File: config.mk
export PLATFORM = sky130hd
export DESIGN_NAME = trsc_top
export DESIGN_NICKNAME = d
export VERILOG_FILES = /design/src/shared/trsc_pkg.sv /design/src/shared/trsc_press_if.sv /design/src/design/trsc_top.sv /design/src/design/trsc_tick.sv /design/src/design/trsc_press.sv
export SDC_FILE = /design/constraint.sdc
export NUM_CORES = 1
export LEC_CHECK = 0
export BUFFER_PORTS_ARGS = -buffer_cell sky130_fd_sc_hd__buf_4
export CORE_MARGIN = 4
export CORE_UTILIZATION = 45
export CTS_BUF_LIST = sky130_fd_sc_hd__clkbuf_8
export DETAILED_ROUTE_END_ITERATION = 7
export GPL_TIMING_DRIVEN = 0
export SYNTH_ARGS = -nofsm -noshare
export SYNTH_HDL_FRONTEND = slang
export SYNTH_SLANG_ARGS = --single-unit
File: constraint.sdc
create_clock -name sys_clk -period 3 [get_ports sys_clk]
set_input_delay 0.3 -clock sys_clk [delete_from_list [all_inputs] [get_ports sys_clk]]
set_output_delay 0.3 -clock sys_clk [all_outputs]
set_load 0.02 [all_outputs]
File: src/shared/trsc_pkg.sv
// trsc_pkg: constants and types for the track routing and slate control block.
// assumes a single 50 MHz system clock; all counts derive from it here.
package trsc_pkg;

    localparam int TRSC_CLK_HZ = 50_000_000;
    localparam int TRSC_TICK_US = 1000;
    localparam int TRSC_TICK_CYCLES = TRSC_CLK_HZ / 1_000_000 * TRSC_TICK_US;

    // hold thresholds and display timings, in millisecond ticks
    localparam int TRSC_TRACK_HOLD_MS = 1000;
    localparam int TRSC_ENC_HOLD_MS = 500;
    localparam int TRSC_BLINK_MS = 250;
    localparam int TRSC_GAIN_SHOW_MS = 2000;

    localparam int TRSC_N_TRACKS = 12;
    localparam int TRSC_N_INPUTS = 8;
    localparam int TRSC_N_OUTPUTS = 6;
    localparam int TRSC_N_PHONES = 2;
    // zero-based index of input 8, whose path the send source borrows
    localparam int TRSC_SEND_INPUT = 7;

    // slate gain in dB, two's complement
    localparam logic [6:0] TRSC_GAIN_MIN = 7'h58;
    localparam logic [6:0] TRSC_GAIN_MAX = 7'h06;
    localparam logic [6:0] TRSC_GAIN_RST = 7'h00;

    typedef enum logic [1:0] {
        TRSC_SRC_OFF = 2'h0,
        TRSC_SRC_BUILTIN = 2'h1,
        TRSC_SRC_EXT = 2'h2
    } trsc_src_t;

    typedef enum logic {
        TRSC_MODE_TRIM = 1'b0,
        TRSC_MODE_ROUTE = 1'b1
    } trsc_mode_t;

    // register map, byte offsets
    localparam logic [7:0] TRSC_REG_SRC = 8'h00;
    localparam logic [7:0] TRSC_REG_MASK = 8'h04;
    localparam logic [7:0] TRSC_REG_GAIN = 8'h08;
    localparam logic [7:0] TRSC_REG_TRK_EN = 8'h0C;
    localparam logic [7:0] TRSC_REG_ARMED = 8'h10;
    localparam logic [7:0] TRSC_REG_STATUS = 8'h14;

    // status register fields
    localparam int TRSC_STAT_ROUTE_BIT = 0;
    localparam int TRSC_STAT_SLATE_BIT = 1;
    localparam int TRSC_STAT_SHIFT_BIT = 2;
    localparam int TRSC_STAT_SEL_LSB = 8;

endpackage

File: src/shared/trsc_press_if.sv
// trsc_press_if: held levels in, short and long press pulses out.
// assumes held levels are already synchronised to sys_clk.
`timescale 1ns/10ps
interface trsc_press_if #(parameter int N = 1);
    logic tick;
    logic [N-1:0] held;
    logic [N-1:0] short_p;
    logic [N-1:0] long_p;
    modport cls (input tick, input held, output short_p, output long_p);
    modport user (output tick, output held, input short_p, input long_p);
endinterface

File: src/design/trsc_top.sv
// trsc_top: track enable/arming, input-to-track routing mode, send source and slate.
// assumes operator pins are asynchronous; encoder steps, input activity,
// media routing, talkback requests and menu strobes come from sys_clk logic.
`timescale 1ns/10ps
// Overview of operation
// - short track press toggles its enable, except selected track in routing mode.
// - disabled track keeps its indicator off.
// - enabled but unarmed track flashes blue.
// - enabled track with media and an active routed input is armed, steady blue.
// - one-second track hold enters routing mode; selected track flashes green.
// - routing mode solos the selected track in the headphones.
// - enter from any mode; short press of selected track exits to trim.
// - in routing mode, short encoder press toggles that input's routing.
// - ring off if unrouted, green pre-fade, red post-fade.
// - half-second encoder hold toggles pre/post fade for the selected track.
// - send source is off, built-in or input 8; resets to off.
// - with source off, slate and talkback requests are ignored.
// - while slate or talkback active, input 8 destinations carry send signal.
// - external source blocks routing of input 8 to tracks.
// - active slate replaces program on every destination in its mask.
// - slate mask resets with every destination selected.
// - setup select press inverts the highlighted destination's mask bit.
// - shift press then slate switch right activates slate; indicator flashes blue.
// - slate gain spans -40 to +6 dB in 1 dB steps.
// - headphone control turns change gain while held; value shown briefly.
// - slate switch release ends slate; shift stays latched and flashing.
module trsc_top import trsc_pkg::*; #(
    parameter int N_TRACKS = TRSC_N_TRACKS,
    parameter int N_INPUTS = TRSC_N_INPUTS,
    parameter int N_OUTPUTS = TRSC_N_OUTPUTS,
    parameter int N_PHONES = TRSC_N_PHONES,
    parameter int MS_CYCLES = TRSC_TICK_CYCLES,
    parameter int MASK_W = N_TRACKS + N_OUTPUTS + N_PHONES,
    parameter int SEL_W = $clog2(N_TRACKS),
    parameter int IDX_W = $clog2(MASK_W)
) (
    input wire logic sys_clk,
    input wire logic rst,
    input wire logic [N_TRACKS-1:0] track_btn,
    input wire logic [N_INPUTS-1:0] enc_btn,
    input wire logic shift_btn,
    input wire logic slate_sw,
    input wire logic [N_INPUTS-1:0] input_on,
    input wire logic [N_TRACKS-1:0] track_media,
    input wire logic talkback_circuit_one_req,
    input wire logic talkback_circuit_two_req,
    input wire logic hp_step,
    input wire logic hp_up,
    input wire logic setup_toggle,
    input wire logic [IDX_W-1:0] setup_index,
    input wire logic [7:0] reg_addr,
    input wire logic [31:0] reg_wdata,
    input wire logic reg_wr,
    input wire logic reg_rd,
    output logic [31:0] reg_rdata,
    output logic [N_TRACKS-1:0] track_led_blue,
    output logic [N_TRACKS-1:0] track_led_green,
    output logic [N_INPUTS-1:0] ring_green,
    output logic [N_INPUTS-1:0] ring_red,
    output logic route_mode_on,
    output logic [SEL_W-1:0] sel_track,
    output logic hp_solo_en,
    output logic force_trim,
    output logic shift_led_blue,
    output logic talkback_two_return_two_indicator,
    output logic slate_on,
    output logic talkback_circuit_one_on,
    output logic talkback_circuit_two_on,
    output logic in8_send,
    output logic in8_route_block,
    output logic [MASK_W-1:0] slate_dest,
    output logic gain_show,
    output logic [6:0] slate_gain
);
    localparam int PINS = N_TRACKS + N_INPUTS + 2;

    function automatic logic [SEL_W-1:0] lowest_set(input logic [N_TRACKS-1:0] v);
        lowest_set = '0;
        for (int i = N_TRACKS - 1; i >= 0; i--) begin
            if (v[i]) begin
                lowest_set = SEL_W'(i);
            end
        end
    endfunction

    logic [PINS-1:0] pin_meta;
    logic [PINS-1:0] pin_sync;
    logic shift_s;
    logic slate_s;
    logic shift_prev;
    logic slate_prev;
    logic ms_tick;
    logic blink;
    trsc_mode_t mode;
    logic [SEL_W-1:0] sel;
    logic [N_TRACKS-1:0] track_en;
    logic [N_INPUTS-1:0] route [N_TRACKS];
    logic [N_TRACKS-1:0] postfade;
    trsc_src_t src;
    logic [MASK_W-1:0] mask;
    logic shift_lat;
    logic [10:0] show_cnt;
    logic [N_TRACKS-1:0] sel_mask;
    logic [N_INPUTS-1:0] blk;
    logic [N_TRACKS-1:0] armed;
    logic src_en;
    logic send_busy;

    trsc_press_if #(.N(N_TRACKS)) trk_if ();
    trsc_press_if #(.N(N_INPUTS)) enc_if ();

    // first stage feeds only the second
    always_ff @(posedge sys_clk) begin
        if (rst) begin
            pin_meta <= '0;
            pin_sync <= '0;
        end else begin
            pin_meta <= {slate_sw, shift_btn, enc_btn, track_btn};
            pin_sync <= pin_meta;
        end
    end

    assign trk_if.held = pin_sync[N_TRACKS-1:0];
    assign enc_if.held = pin_sync[N_TRACKS+N_INPUTS-1:N_TRACKS];
    assign shift_s = pin_sync[PINS-2];
    assign slate_s = pin_sync[PINS-1];
    assign trk_if.tick = ms_tick;
    assign enc_if.tick = ms_tick;

    trsc_tick #(.MS_CYCLES(MS_CYCLES)) u_tick (
        .sys_clk(sys_clk),
        .rst(rst),
        .ms_tick(ms_tick),
        .blink(blink)
    );

    trsc_press #(.N(N_TRACKS), .HOLD_MS(TRSC_TRACK_HOLD_MS)) u_trk_press (
        .sys_clk(sys_clk),
        .rst(rst),
        .pif(trk_if)
    );

    trsc_press #(.N(N_INPUTS), .HOLD_MS(TRSC_ENC_HOLD_MS)) u_enc_press (
        .sys_clk(sys_clk),
        .rst(rst),
        .pif(enc_if)
    );

    always_comb begin
        sel_mask = '0;
        if (mode == TRSC_MODE_ROUTE) begin
            sel_mask[sel] = 1'b1;
        end
        blk = '0;
        blk[TRSC_SEND_INPUT] = (src == TRSC_SRC_EXT);
        for (int t = 0; t < N_TRACKS; t++) begin
            armed[t] = track_en[t] & track_media[t] & (|(route[t] & input_on & ~blk));
        end
    end

    assign src_en = (src != TRSC_SRC_OFF);
    assign send_busy = slate_on | (src_en & (talkback_circuit_one_req
                                            | talkback_circuit_two_req));

    // surface mode; a new long press may reselect while already routing
    always_ff @(posedge sys_clk) begin
        if (rst) begin
            mode <= TRSC_MODE_TRIM;
            sel <= '0;
            force_trim <= 1'b0;
        end else begin
            force_trim <= 1'b0;
            if (|trk_if.long_p) begin
                mode <= TRSC_MODE_ROUTE;
                sel <= lowest_set(trk_if.long_p);
            end else if (mode == TRSC_MODE_ROUTE && trk_if.short_p[sel]) begin
                mode <= TRSC_MODE_TRIM;
                force_trim <= 1'b1;
            end
        end
    end

    always_ff @(posedge sys_clk) begin
        if (rst) begin
            track_en <= '0;
        end else begin
            track_en <= track_en ^ (trk_if.short_p & ~sel_mask);
        end
    end

    always_ff @(posedge sys_clk) begin
        if (rst) begin
            postfade <= '0;
            for (int t = 0; t < N_TRACKS; t++) begin
                route[t] <= '0;
            end
        end else if (mode == TRSC_MODE_ROUTE) begin
            route[sel] <= route[sel] ^ (enc_if.short_p & ~blk);
            if (|enc_if.long_p) begin
                postfade[sel] <= ~postfade[sel];
            end
        end
    end

    // a disabled track stays dark even when selected for routing
    always_ff @(posedge sys_clk) begin
        if (rst) begin
            track_led_blue <= '0;
            track_led_green <= '0;
        end else begin
            for (int t = 0; t < N_TRACKS; t++) begin
                if (!track_en[t]) begin
                    track_led_blue[t] <= 1'b0;
                    track_led_green[t] <= 1'b0;
                end else if (sel_mask[t]) begin
                    track_led_blue[t] <= 1'b0;
                    track_led_green[t] <= blink;
                end else begin
                    track_led_blue[t] <= armed[t] | blink;
                    track_led_green[t] <= 1'b0;
                end
            end
        end
    end

    always_ff @(posedge sys_clk) begin
        if (rst) begin
            ring_green <= '0;
            ring_red <= '0;
            route_mode_on <= 1'b0;
            hp_solo_en <= 1'b0;
            sel_track <= '0;
        end else begin
            route_mode_on <= (mode == TRSC_MODE_ROUTE);
            hp_solo_en <= (mode == TRSC_MODE_ROUTE);
            sel_track <= sel;
            if (mode == TRSC_MODE_ROUTE) begin
                ring_green <= (route[sel] & ~blk) & {N_INPUTS{~postfade[sel]}};
                ring_red <= (route[sel] & ~blk) & {N_INPUTS{postfade[sel]}};
            end else begin
                ring_green <= '0;
                ring_red <= '0;
            end
        end
    end

    // shift latch and slate activation
    always_ff @(posedge sys_clk) begin
        if (rst) begin
            shift_prev <= 1'b0;
            slate_prev <= 1'b0;
            shift_lat <= 1'b0;
            slate_on <= 1'b0;
        end else begin
            shift_prev <= shift_s;
            slate_prev <= slate_s;
            if (shift_s && !shift_prev) begin
                shift_lat <= ~shift_lat;
            end
            if (!src_en || !slate_s) begin
                slate_on <= 1'b0;
            end else if (!slate_prev && shift_lat) begin
                slate_on <= 1'b1;
            end
        end
    end

    always_ff @(posedge sys_clk) begin
        if (rst) begin
            shift_led_blue <= 1'b0;
            talkback_two_return_two_indicator <= 1'b0;
            talkback_circuit_one_on <= 1'b0;
            talkback_circuit_two_on <= 1'b0;
            in8_send <= 1'b0;
            in8_route_block <= 1'b0;
            slate_dest <= '0;
        end else begin
            shift_led_blue <= shift_lat & blink;
            talkback_two_return_two_indicator <= slate_on & blink;
            talkback_circuit_one_on <= talkback_circuit_one_req & src_en;
            talkback_circuit_two_on <= talkback_circuit_two_req & src_en;
            in8_send <= send_busy;
            in8_route_block <= (src == TRSC_SRC_EXT);
            slate_dest <= slate_on ? mask : '0;
        end
    end

    // gain only moves while the switch is physically held with slate live
    always_ff @(posedge sys_clk) begin
        if (rst) begin
            slate_gain <= TRSC_GAIN_RST;
            show_cnt <= '0;
            gain_show <= 1'b0;
        end else begin
            gain_show <= (show_cnt != '0);
            if (slate_on && slate_s && hp_step) begin
                show_cnt <= 11'(TRSC_GAIN_SHOW_MS);
                if (hp_up && slate_gain != TRSC_GAIN_MAX) begin
                    slate_gain <= slate_gain + 7'h01;
                end else if (!hp_up && slate_gain != TRSC_GAIN_MIN) begin
                    slate_gain <= slate_gain - 7'h01;
                end
            end else if (ms_tick && show_cnt != '0) begin
                show_cnt <= show_cnt - 11'h001;
            end
        end
    end

    // software writes; a menu toggle in the same cycle acts after the write
    always_ff @(posedge sys_clk) begin
        if (rst) begin
            src <= TRSC_SRC_OFF;
            mask <= '1;
        end else begin
            if (reg_wr && reg_addr == TRSC_REG_SRC && reg_wdata[1:0] != 2'h3) begin
                src <= trsc_src_t'(reg_wdata[1:0]);
            end
            if (setup_toggle && 32'(setup_index) < MASK_W) begin
                mask[setup_index] <= ~((reg_wr && reg_addr == TRSC_REG_MASK)
                                       ? reg_wdata[setup_index] : mask[setup_index]);
                for (int i = 0; i < MASK_W; i++) begin
                    if (i != 32'(setup_index) && reg_wr && reg_addr == TRSC_REG_MASK) begin
                        mask[i] <= reg_wdata[i];
                    end
                end
            end else if (reg_wr && reg_addr == TRSC_REG_MASK) begin
                mask <= reg_wdata[MASK_W-1:0];
            end
        end
    end

    always_ff @(posedge sys_clk) begin
        if (rst) begin
            reg_rdata <= '0;
        end else if (reg_rd) begin
            case (reg_addr)
                TRSC_REG_SRC: reg_rdata <= 32'(src);
                TRSC_REG_MASK: reg_rdata <= 32'(mask);
                TRSC_REG_GAIN: reg_rdata <= 32'(slate_gain);
                TRSC_REG_TRK_EN: reg_rdata <= 32'(track_en);
                TRSC_REG_ARMED: reg_rdata <= 32'(armed);
                TRSC_REG_STATUS: begin
                    reg_rdata <= '0;
                    reg_rdata[TRSC_STAT_ROUTE_BIT] <= (mode == TRSC_MODE_ROUTE);
                    reg_rdata[TRSC_STAT_SLATE_BIT] <= slate_on;
                    reg_rdata[TRSC_STAT_SHIFT_BIT] <= shift_lat;
                    reg_rdata[TRSC_STAT_SEL_LSB +: SEL_W] <= sel;
                end
                default: reg_rdata <= '0;
            endcase
        end else begin
            reg_rdata <= '0;
        end
    end
endmodule

File: src/design/trsc_tick.sv
// trsc_tick: millisecond tick and indicator blink phase.
// assumes sys_clk at the rate set in the package; MS_CYCLES may be shortened in sim.
`timescale 1ns/10ps
module trsc_tick import trsc_pkg::*; #(
    parameter int MS_CYCLES = TRSC_TICK_CYCLES
) (
    input wire logic sys_clk,
    input wire logic rst,
    output logic ms_tick,
    output logic blink
);
    logic [$clog2(MS_CYCLES+1)-1:0] div;
    logic [$clog2(TRSC_BLINK_MS+1)-1:0] bcnt;

    always_ff @(posedge sys_clk) begin
        if (rst) begin
            div <= '0;
            ms_tick <= 1'b0;
        end else begin
            ms_tick <= (div == ($bits(div))'(MS_CYCLES - 1));
            div <= (div == ($bits(div))'(MS_CYCLES - 1)) ? '0 : div + 1'b1;
        end
    end

    always_ff @(posedge sys_clk) begin
        if (rst) begin
            bcnt <= '0;
            blink <= 1'b0;
        end else if (ms_tick) begin
            if (bcnt == ($bits(bcnt))'(TRSC_BLINK_MS - 1)) begin
                bcnt <= '0;
                blink <= ~blink;
            end else begin
                bcnt <= bcnt + 1'b1;
            end
        end
    end
endmodule

File: src/design/trsc_press.sv
// trsc_press: classifies each press of N buttons as short or long.
// assumes one-cycle millisecond tick and synchronised held levels.
`timescale 1ns/10ps
module trsc_press import trsc_pkg::*; #(
    parameter int N = 1,
    parameter int HOLD_MS = TRSC_ENC_HOLD_MS
) (
    input wire logic sys_clk,
    input wire logic rst,
    trsc_press_if.cls pif
);
    localparam int CW = $clog2(HOLD_MS + 1);
    localparam logic [CW-1:0] HOLD = CW'(HOLD_MS);

    logic [CW-1:0] cnt [N];
    logic [N-1:0] prev;

    // counter saturates at the threshold so a long hold fires exactly once
    always_ff @(posedge sys_clk) begin
        if (rst) begin
            prev <= '0;
            pif.short_p <= '0;
            pif.long_p <= '0;
            for (int i = 0; i < N; i++) begin
                cnt[i] <= '0;
            end
        end else begin
            prev <= pif.held;
            for (int i = 0; i < N; i++) begin
                pif.short_p[i] <= prev[i] & ~pif.held[i] & (cnt[i] < HOLD);
                pif.long_p[i] <= pif.held[i] & pif.tick & (cnt[i] == HOLD - 1'b1);
                if (!pif.held[i]) begin
                    cnt[i] <= '0;
                end else if (pif.tick && cnt[i] != HOLD) begin
                    cnt[i] <= cnt[i] + 1'b1;
                end
            end
        end
    end
endmodule

## Word level (Yosys, flattened, before mapping)

Memories as Yosys holds them, arrays and structs flattened. A register that Yosys moved wholly into a read port is not among the register bits.
Index checks and enable logic that the tools add are counted.

| operators by class | value |
|---|---|
| $add $sub $neg | 25 |
| reduce and logical (&&, ||, !) cells | 137 |
| bitwise gates (word level) | 247 |
| equal/unequal tests | 70 |
| mux-type cells | 249 |
| magnitude comparators | 25 |

Operators by type and width:

| kind | count |
|---|---|
| 10-bit two-way mux | 24 |
| 8-bit AND | 28 |
| 1-bit two-way mux | 176 |
| 9-bit two-way mux | 16 |
| 10-bit by 1-bit adder with 10-bit output, second input constant | 12 |
| 10-bit equality test, second input constant | 12 |
| 10-bit < comparator, second input constant | 12 |
| 10-bit inequality test, second input constant | 12 |
| 20-bit one-hot mux with 6 select lines | 1 |
| 8-bit OR reduction | 14 |
| 1-bit AND | 109 |
| 1-bit logical AND | 74 |
| 9-bit by 1-bit adder with 9-bit output, second input constant | 8 |
| 9-bit equality test, second input constant | 8 |
| 9-bit < comparator, second input constant | 8 |
| 9-bit inequality test, second input constant | 8 |
| 3-bit OR reduction | 24 |
| 4-bit two-way mux | 15 |
| 1-bit OR | 54 |
| 1-bit inverter | 51 |
| 20-bit two-way mux | 2 |
| 4-bit by 5-bit inequality test with 1-bit output, first input constant | 8 |
| 11-bit two-way mux | 2 |
| 20-bit bitwise mux | 1 |
| 46 further kinds | 74 |

| word-level totals | value |
|---|---|
| memories kept | 3 |
| flip-flop bits (word level) | 308 |
| output and inout port bits | 114 |
| input port bits | 96 |
| bits in writable memories | 288 |

Memory list:

| name | depth | width | rd ports | clocked after Yosys merged registers in | write ports | RTL line | source |
|---|---|---|---|---|---|---|---|
| u_trk_press.cnt | 12 | 10 | 12 | 0 | 12 | trsc_press.sv:15 | `logic [CW-1:0] cnt [N];` |
| route | 12 | 8 | 13 | 1 | 12 | trsc_top.sv:97 | `logic [N_INPUTS-1:0] route [N_TRACKS];` |
| u_enc_press.cnt | 8 | 9 | 8 | 0 | 8 | trsc_press.sv:15 |  |

## Depth between registers and ports, before layout

| depth | value |
|---|---|
| depth in word-level cells | 14 |
| gate-level depth with buffers | 10 |
| gate-level depth less buffers | 10 |

## Hierarchy

A second synthesis with hierarchy kept.

| unflattened totals | value |
|---|---|
| cell total of the unflattened synthesis | 2708 |
| area total of the unflattened synthesis | 29144.2 um^2 |

By module, submodules not included:

| module | area an instance (um^2) | times used | cells each | seq. area each (um^2) |
|---|---|---|---|---|
| trsc_top | 14632.8 | 1 | 1290 | 8127.8 |
| trsc_press at u_trk_press | 8300.5 | 1 | 795 | 4324.1 |
| trsc_press at u_enc_press | 5078.6 | 1 | 498 | 2642.5 |
| trsc_tick | 1132.3 | 1 | 125 | 520.5 |

## Least setup slack after synthesis

OpenSTA, ideal clock, no wires.

| timing | value |
|---|---|
| path kind | register -> register |
| start | register (tool-made name) |
| end | memory route[12][7] in the netlist's numbering (data pin) |
| data required time | 2.737 ns |
| stages on the path, launching flop included | 8 |
| library setup time | 0.263 ns |
| setup slack | 0.374 ns |
| data arrival time | 2.363 ns |
| cells stage by stage | dfxtp_1 > clkbuf_1 > buf_2 > mux4_2 > mux4_2 > xor2_1 > buf_2 > inv_1 |

RTL lines:

| item | RTL line |
|---|---|
| to (decl) | trsc_top.sv:97 |

## Worst setup path in the final report

| timing | value |
|---|---|
| start | register mask[11] |
| end | register mask[2] |

| on the way | value |
|---|---|
| cells in the longest elaborated chain, start to end | 7 |

RTL lines:

| item | RTL line | source |
|---|---|---|
| from (decl) | trsc_top.sv:100 | `logic [MASK_W-1:0] mask;` |
| from (signal, indexed assignment) | trsc_top.sv:319 | `mask[setup_index] <= ~((reg_wr && reg_addr == TRSC_REG_MASK)` |
| from (signal, indexed assignment) | trsc_top.sv:323 | `mask[i] <= reg_wdata[i];` |
| from (signal assigned) | trsc_top.sv:327 | `mask <= reg_wdata[MASK_W-1:0];` |
| 1-bit binary-select mux with 5-bit select | trsc_top.sv:320 | `? reg_wdata[setup_index] : mask[setup_index]);` |
| 1-bit two-way mux (not written as such) | trsc_top.sv:320 |  |
| 1-bit two-way mux | trsc_top.sv:320 |  |
| 1-bit inverter | trsc_top.sv:319 |  |
| 20-bit bitwise mux | trsc_top.sv:319 |  |
| 1-bit two-way mux | trsc_top.sv:322 | `if (i != 32'(setup_index) && reg_wr && reg_addr == TRSC_REG_MASK) begin` |
| 20-bit two-way mux | trsc_top.sv:318 | `if (setup_toggle && 32'(setup_index) < MASK_W) begin` |

No other way between the ends. The select of a mux whose other input is x is not followed.
A chain may end at the register's enable or synchronous reset.

==> impl_metrics.toml <==
[clock_network]
cts_buffers = 103
postCtsSetupRepairBufs = 0
clock-sinks = 620
h-tree-depth = 3
clock_latency_ns = 0.69
clkTransAtPathRegs_ns = 0.07
clockBufferDepth = 3
cts_tree = "done"
clock-root-buffer = "clkbuf_8"

[placement]
dp_cells = 3542
io_buffer_count = 194
gp_congestion = 0.969
hpwl_mm = 54.0
place_ws_ns = -0.635
place_area_sq_um = 30100

[die]
core-area_sq_um = 60600
die-area_sq_um = 65400
initial_core_util = 0.456
rows = 90
die_x_microns = 256
ios = 210
dieHeight_microns = 256

[drt]
first_pass_iters = 7
antenna_left = 0
num_vias = 20600
wl_mm = 74.0
drcViolationCount = 0
drt_iter0_drc = 1646
routed_via_density = 5.43
routedWlPerCell_microns = 19.5

[timing]
tightest_slew_ns = 1.25
rsz0062_at_grt = "false"
fin_skew_ns = 0.0384
fin_setup_tns_ns = 0
min_period_over_period = 0.971
clock.fmax_ghz = 0.343
slew_headroom = 0.152
setup_viol = 0
finalHoldViolCount = 0
layout_setup_ws_ns = 0.0885
slew_violations = 0
min_period_ns = 2.91

[logic_synthesis]
synth_area_leaders = "edfxtp_1 (35%), dfxtp_1 (22%), nor2_1 (6.6%), mux4_2 (4.6%), xnor2_1 (3.6%)"
ys_seq_elements = 620
yosysUniqueCellTypes = 69
yosys_most_used_dff = "edfxtp_1"
synth_enable_flop_cells = 320
synth_area_per_cell_sq_um = 10.8
synth_area_sq_um = 27600
yosysTopAreaCellShare = 0.348
yosys.area.top_type = "edfxtp_1"
synth_cells = 2555
ys_warn_count = 0
async_flop_share = 0
seq_area_frac_synth = 0.565

[critical_path]
crit_fanout = 8
cp_slowest_stage_delay_ns = 0.58
crit_type = "reg -> reg"
cp_common_cell = "nor2_1"
path_delay_family = "compound AO/OA/AOI/OAI gates"
slowest_stage = "dlygate4sd3_1"
crit_path_start_kind = "flop"
crit_arrival_ns = 3.56
crit_chain = "mux4_2 > mux2i_1 > nor2_1 > a2111oi_2 > nor2_1 > a22oi_1 > dlygate4sd3_1"
endpoint_kind = "flop"
path_buf_inv = 1
worst_ep_required_time_ns = 3.65

[cells_and_area]
fillCellCount = 5303
area_delta_synth_final_pct = 19.1
mostFrequentLayoutCells = "nor2_1 (488), edfxtp_1 (320), dfxtp_1 (299)"
final_area_sq_um = 32900
layout_commonest_cell = "nor2_1"
fin_cells = 3787
final_nets = 3065
drive_gt1_frac = 0.160

[power]
p_clk_frac = 0.436
powerDensity_nw_per_um2 = 537
p_leak_uw = 0.0122
seqPwrFrac = 0.519
comb_power_share = 0.045
power.net_switching_uw = 4010
peakVddDrop_mv = 0.314
switching_share = 0.227
p_int_uw = 13700

[grt]
grt_pass1_wl_mm = 115
track_usage = 0.220
antenna_found_initial = 3
grt_pass1_vias = 20200
grt_overflow = 0
grt_max_degree = 15

[status]
outcome = "completed"

[job]
max_cap_viol_count = 0

[min_path]
holdCritPathClass = "in -> reg"
worst min-delay path, cell delays in order:
cell and delay [ns]:
buf_4 0.09, mux2_2 0.14, a211oi_1 0.04, a41oi_1 0.15
power groups by stage:
stage | sequential [uW] | combinational [uW] | clock (uW)
floorplan | 9310 | 430 | 0
global placement | 9350 | 720 | 0
detailed placement | 9360 | 730 | 0
CTS | 9180 | 789 | 7880
global route | 9200 | 858 | 8280
finish | 9180 | 792 | 7700
cell usage after synthesis, types with 7 or more instances:
cell type,number
and2_1,47
nor2b_1,83
mux2i_1,29
a211oi_1,18
a21oi_1,51
nand3_1,111
inv_1,99
nor4b_1,27
xnor2_1,114
mux4_2,56
xnor2_2,7
nor4_1,17
nor2_1,489
and3_1,66
a22oi_1,31
nand4_1,18
or3_1,22
buf_4,14
a222oi_1,22
clkbuf_1,63
o21ai_0,41
mux2_2,11
buf_1,10
ha_1,50
edfxtp_1,320
dfxtp_1,300
nand2_1,207
nor3_1,41
a31oi_1,11
buf_2,15
xor2_1,81
through the flow:
stage | total power [uW] | hold slack [ns] | utilization
6_report | 17700 | 0.0668 | 0.543
5_1_grt | 18300 | 0.0483 | 0.543
4_1_cts | 17800 | 0.0000469 | 0.543
3_5_place_dp | 10100 | 0.427 | 0.497
3_3_place_gp | 10100 | 0.425 | 0.497
2_1_floorplan | 9740 | 0.393 | -
path summary, 6_finish.rpt:
path	from	endpoint	slack, ns	cells past startpoint
worst max-delay path	mask[11]$_SDFFE_PP1P_	mask[2]$_SDFFE_PP1P_	0.09	7
worst min-delay path	reg_wdata[18]	mask[18]$_SDFFE_PP1P_	0.07	4
worst max register to register	mask[11]$_SDFFE_PP1P_	mask[2]$_SDFFE_PP1P_	0.09	7
worst min register to register	pin_sync[5]$_SDFF_PP0_	u_trk_press.pif.short_p[5]$_SDFF_PP0_	0.42	1
sequential cells by signal, summed over array words and instances (netlist names), 12 cells and up, named ones only:
signal                   flops
postfade                    12
u_tick.div                  16
mask                        20
track_led_green             12
pin_sync                    22
track_en                    12
track_led_blue              12
u_enc_press.cnt             72
reg_rdata                   20
slate_dest                  20
u_trk_press.cnt            120
u_trk_press.prev            12
u_trk_press.pif.short_p     12
pin_meta                    22
u_trk_press.pif.long_p      12
route                      128
repair_timing:
action                                  in CTS  in global routing
endpoints found under the hold margin       54                  0
gates resized for setup                     20                  7
hold buffers                                55                  0
endpoints found under the setup margin     263                137
cell families after synthesis:
family | Yosys count | share of synthesized area
DFF | 620 | 0.565
AOI/OAI and AO/OA | 217 | 0.0552
muxes | 96 | 0.0606
xor gates and xnor gates | 202 | 0.0659
and+or+nand+nor | 1162 | 0.199
adders and majority gates | 51 | 0.0234
other | 1 | 0.000136
buffers and inverters | 206 | 0.0308
cell type report:
class / count / area, sq um / area share
sequential: 620 / 15600 / 0.474
multi-input combinational: 1740 / 11200 / 0.342
timing repair buffer: 249 / 2010 / 0.0610
clock buffer: 135 / 1860 / 0.0565
tap: 782 / 978 / 0.0297
buffer: 101 / 478 / 0.0145
inverter: 103 / 387 / 0.0117
clock inverter: 56 / 338 / 0.0103
antenna: 1 / 2.50 / 0.0000760
per-layer routing:
layer | share of wire | up-vias | track usage | wire (microns)
li1 | - | 9713 | - | -
met1 | 0.44 | 9921 | 0.303 | 32400
met2 | 0.46 | 770 | 0.353 | 34000
met3 | 0.074 | 150 | 0.0399 | 5440
met4 | 0.029 | 0 | 0.0786 | 2120
met5 | 0 | - | 0 | 0
Note: power is estimated with default switching activity, not from simulation.
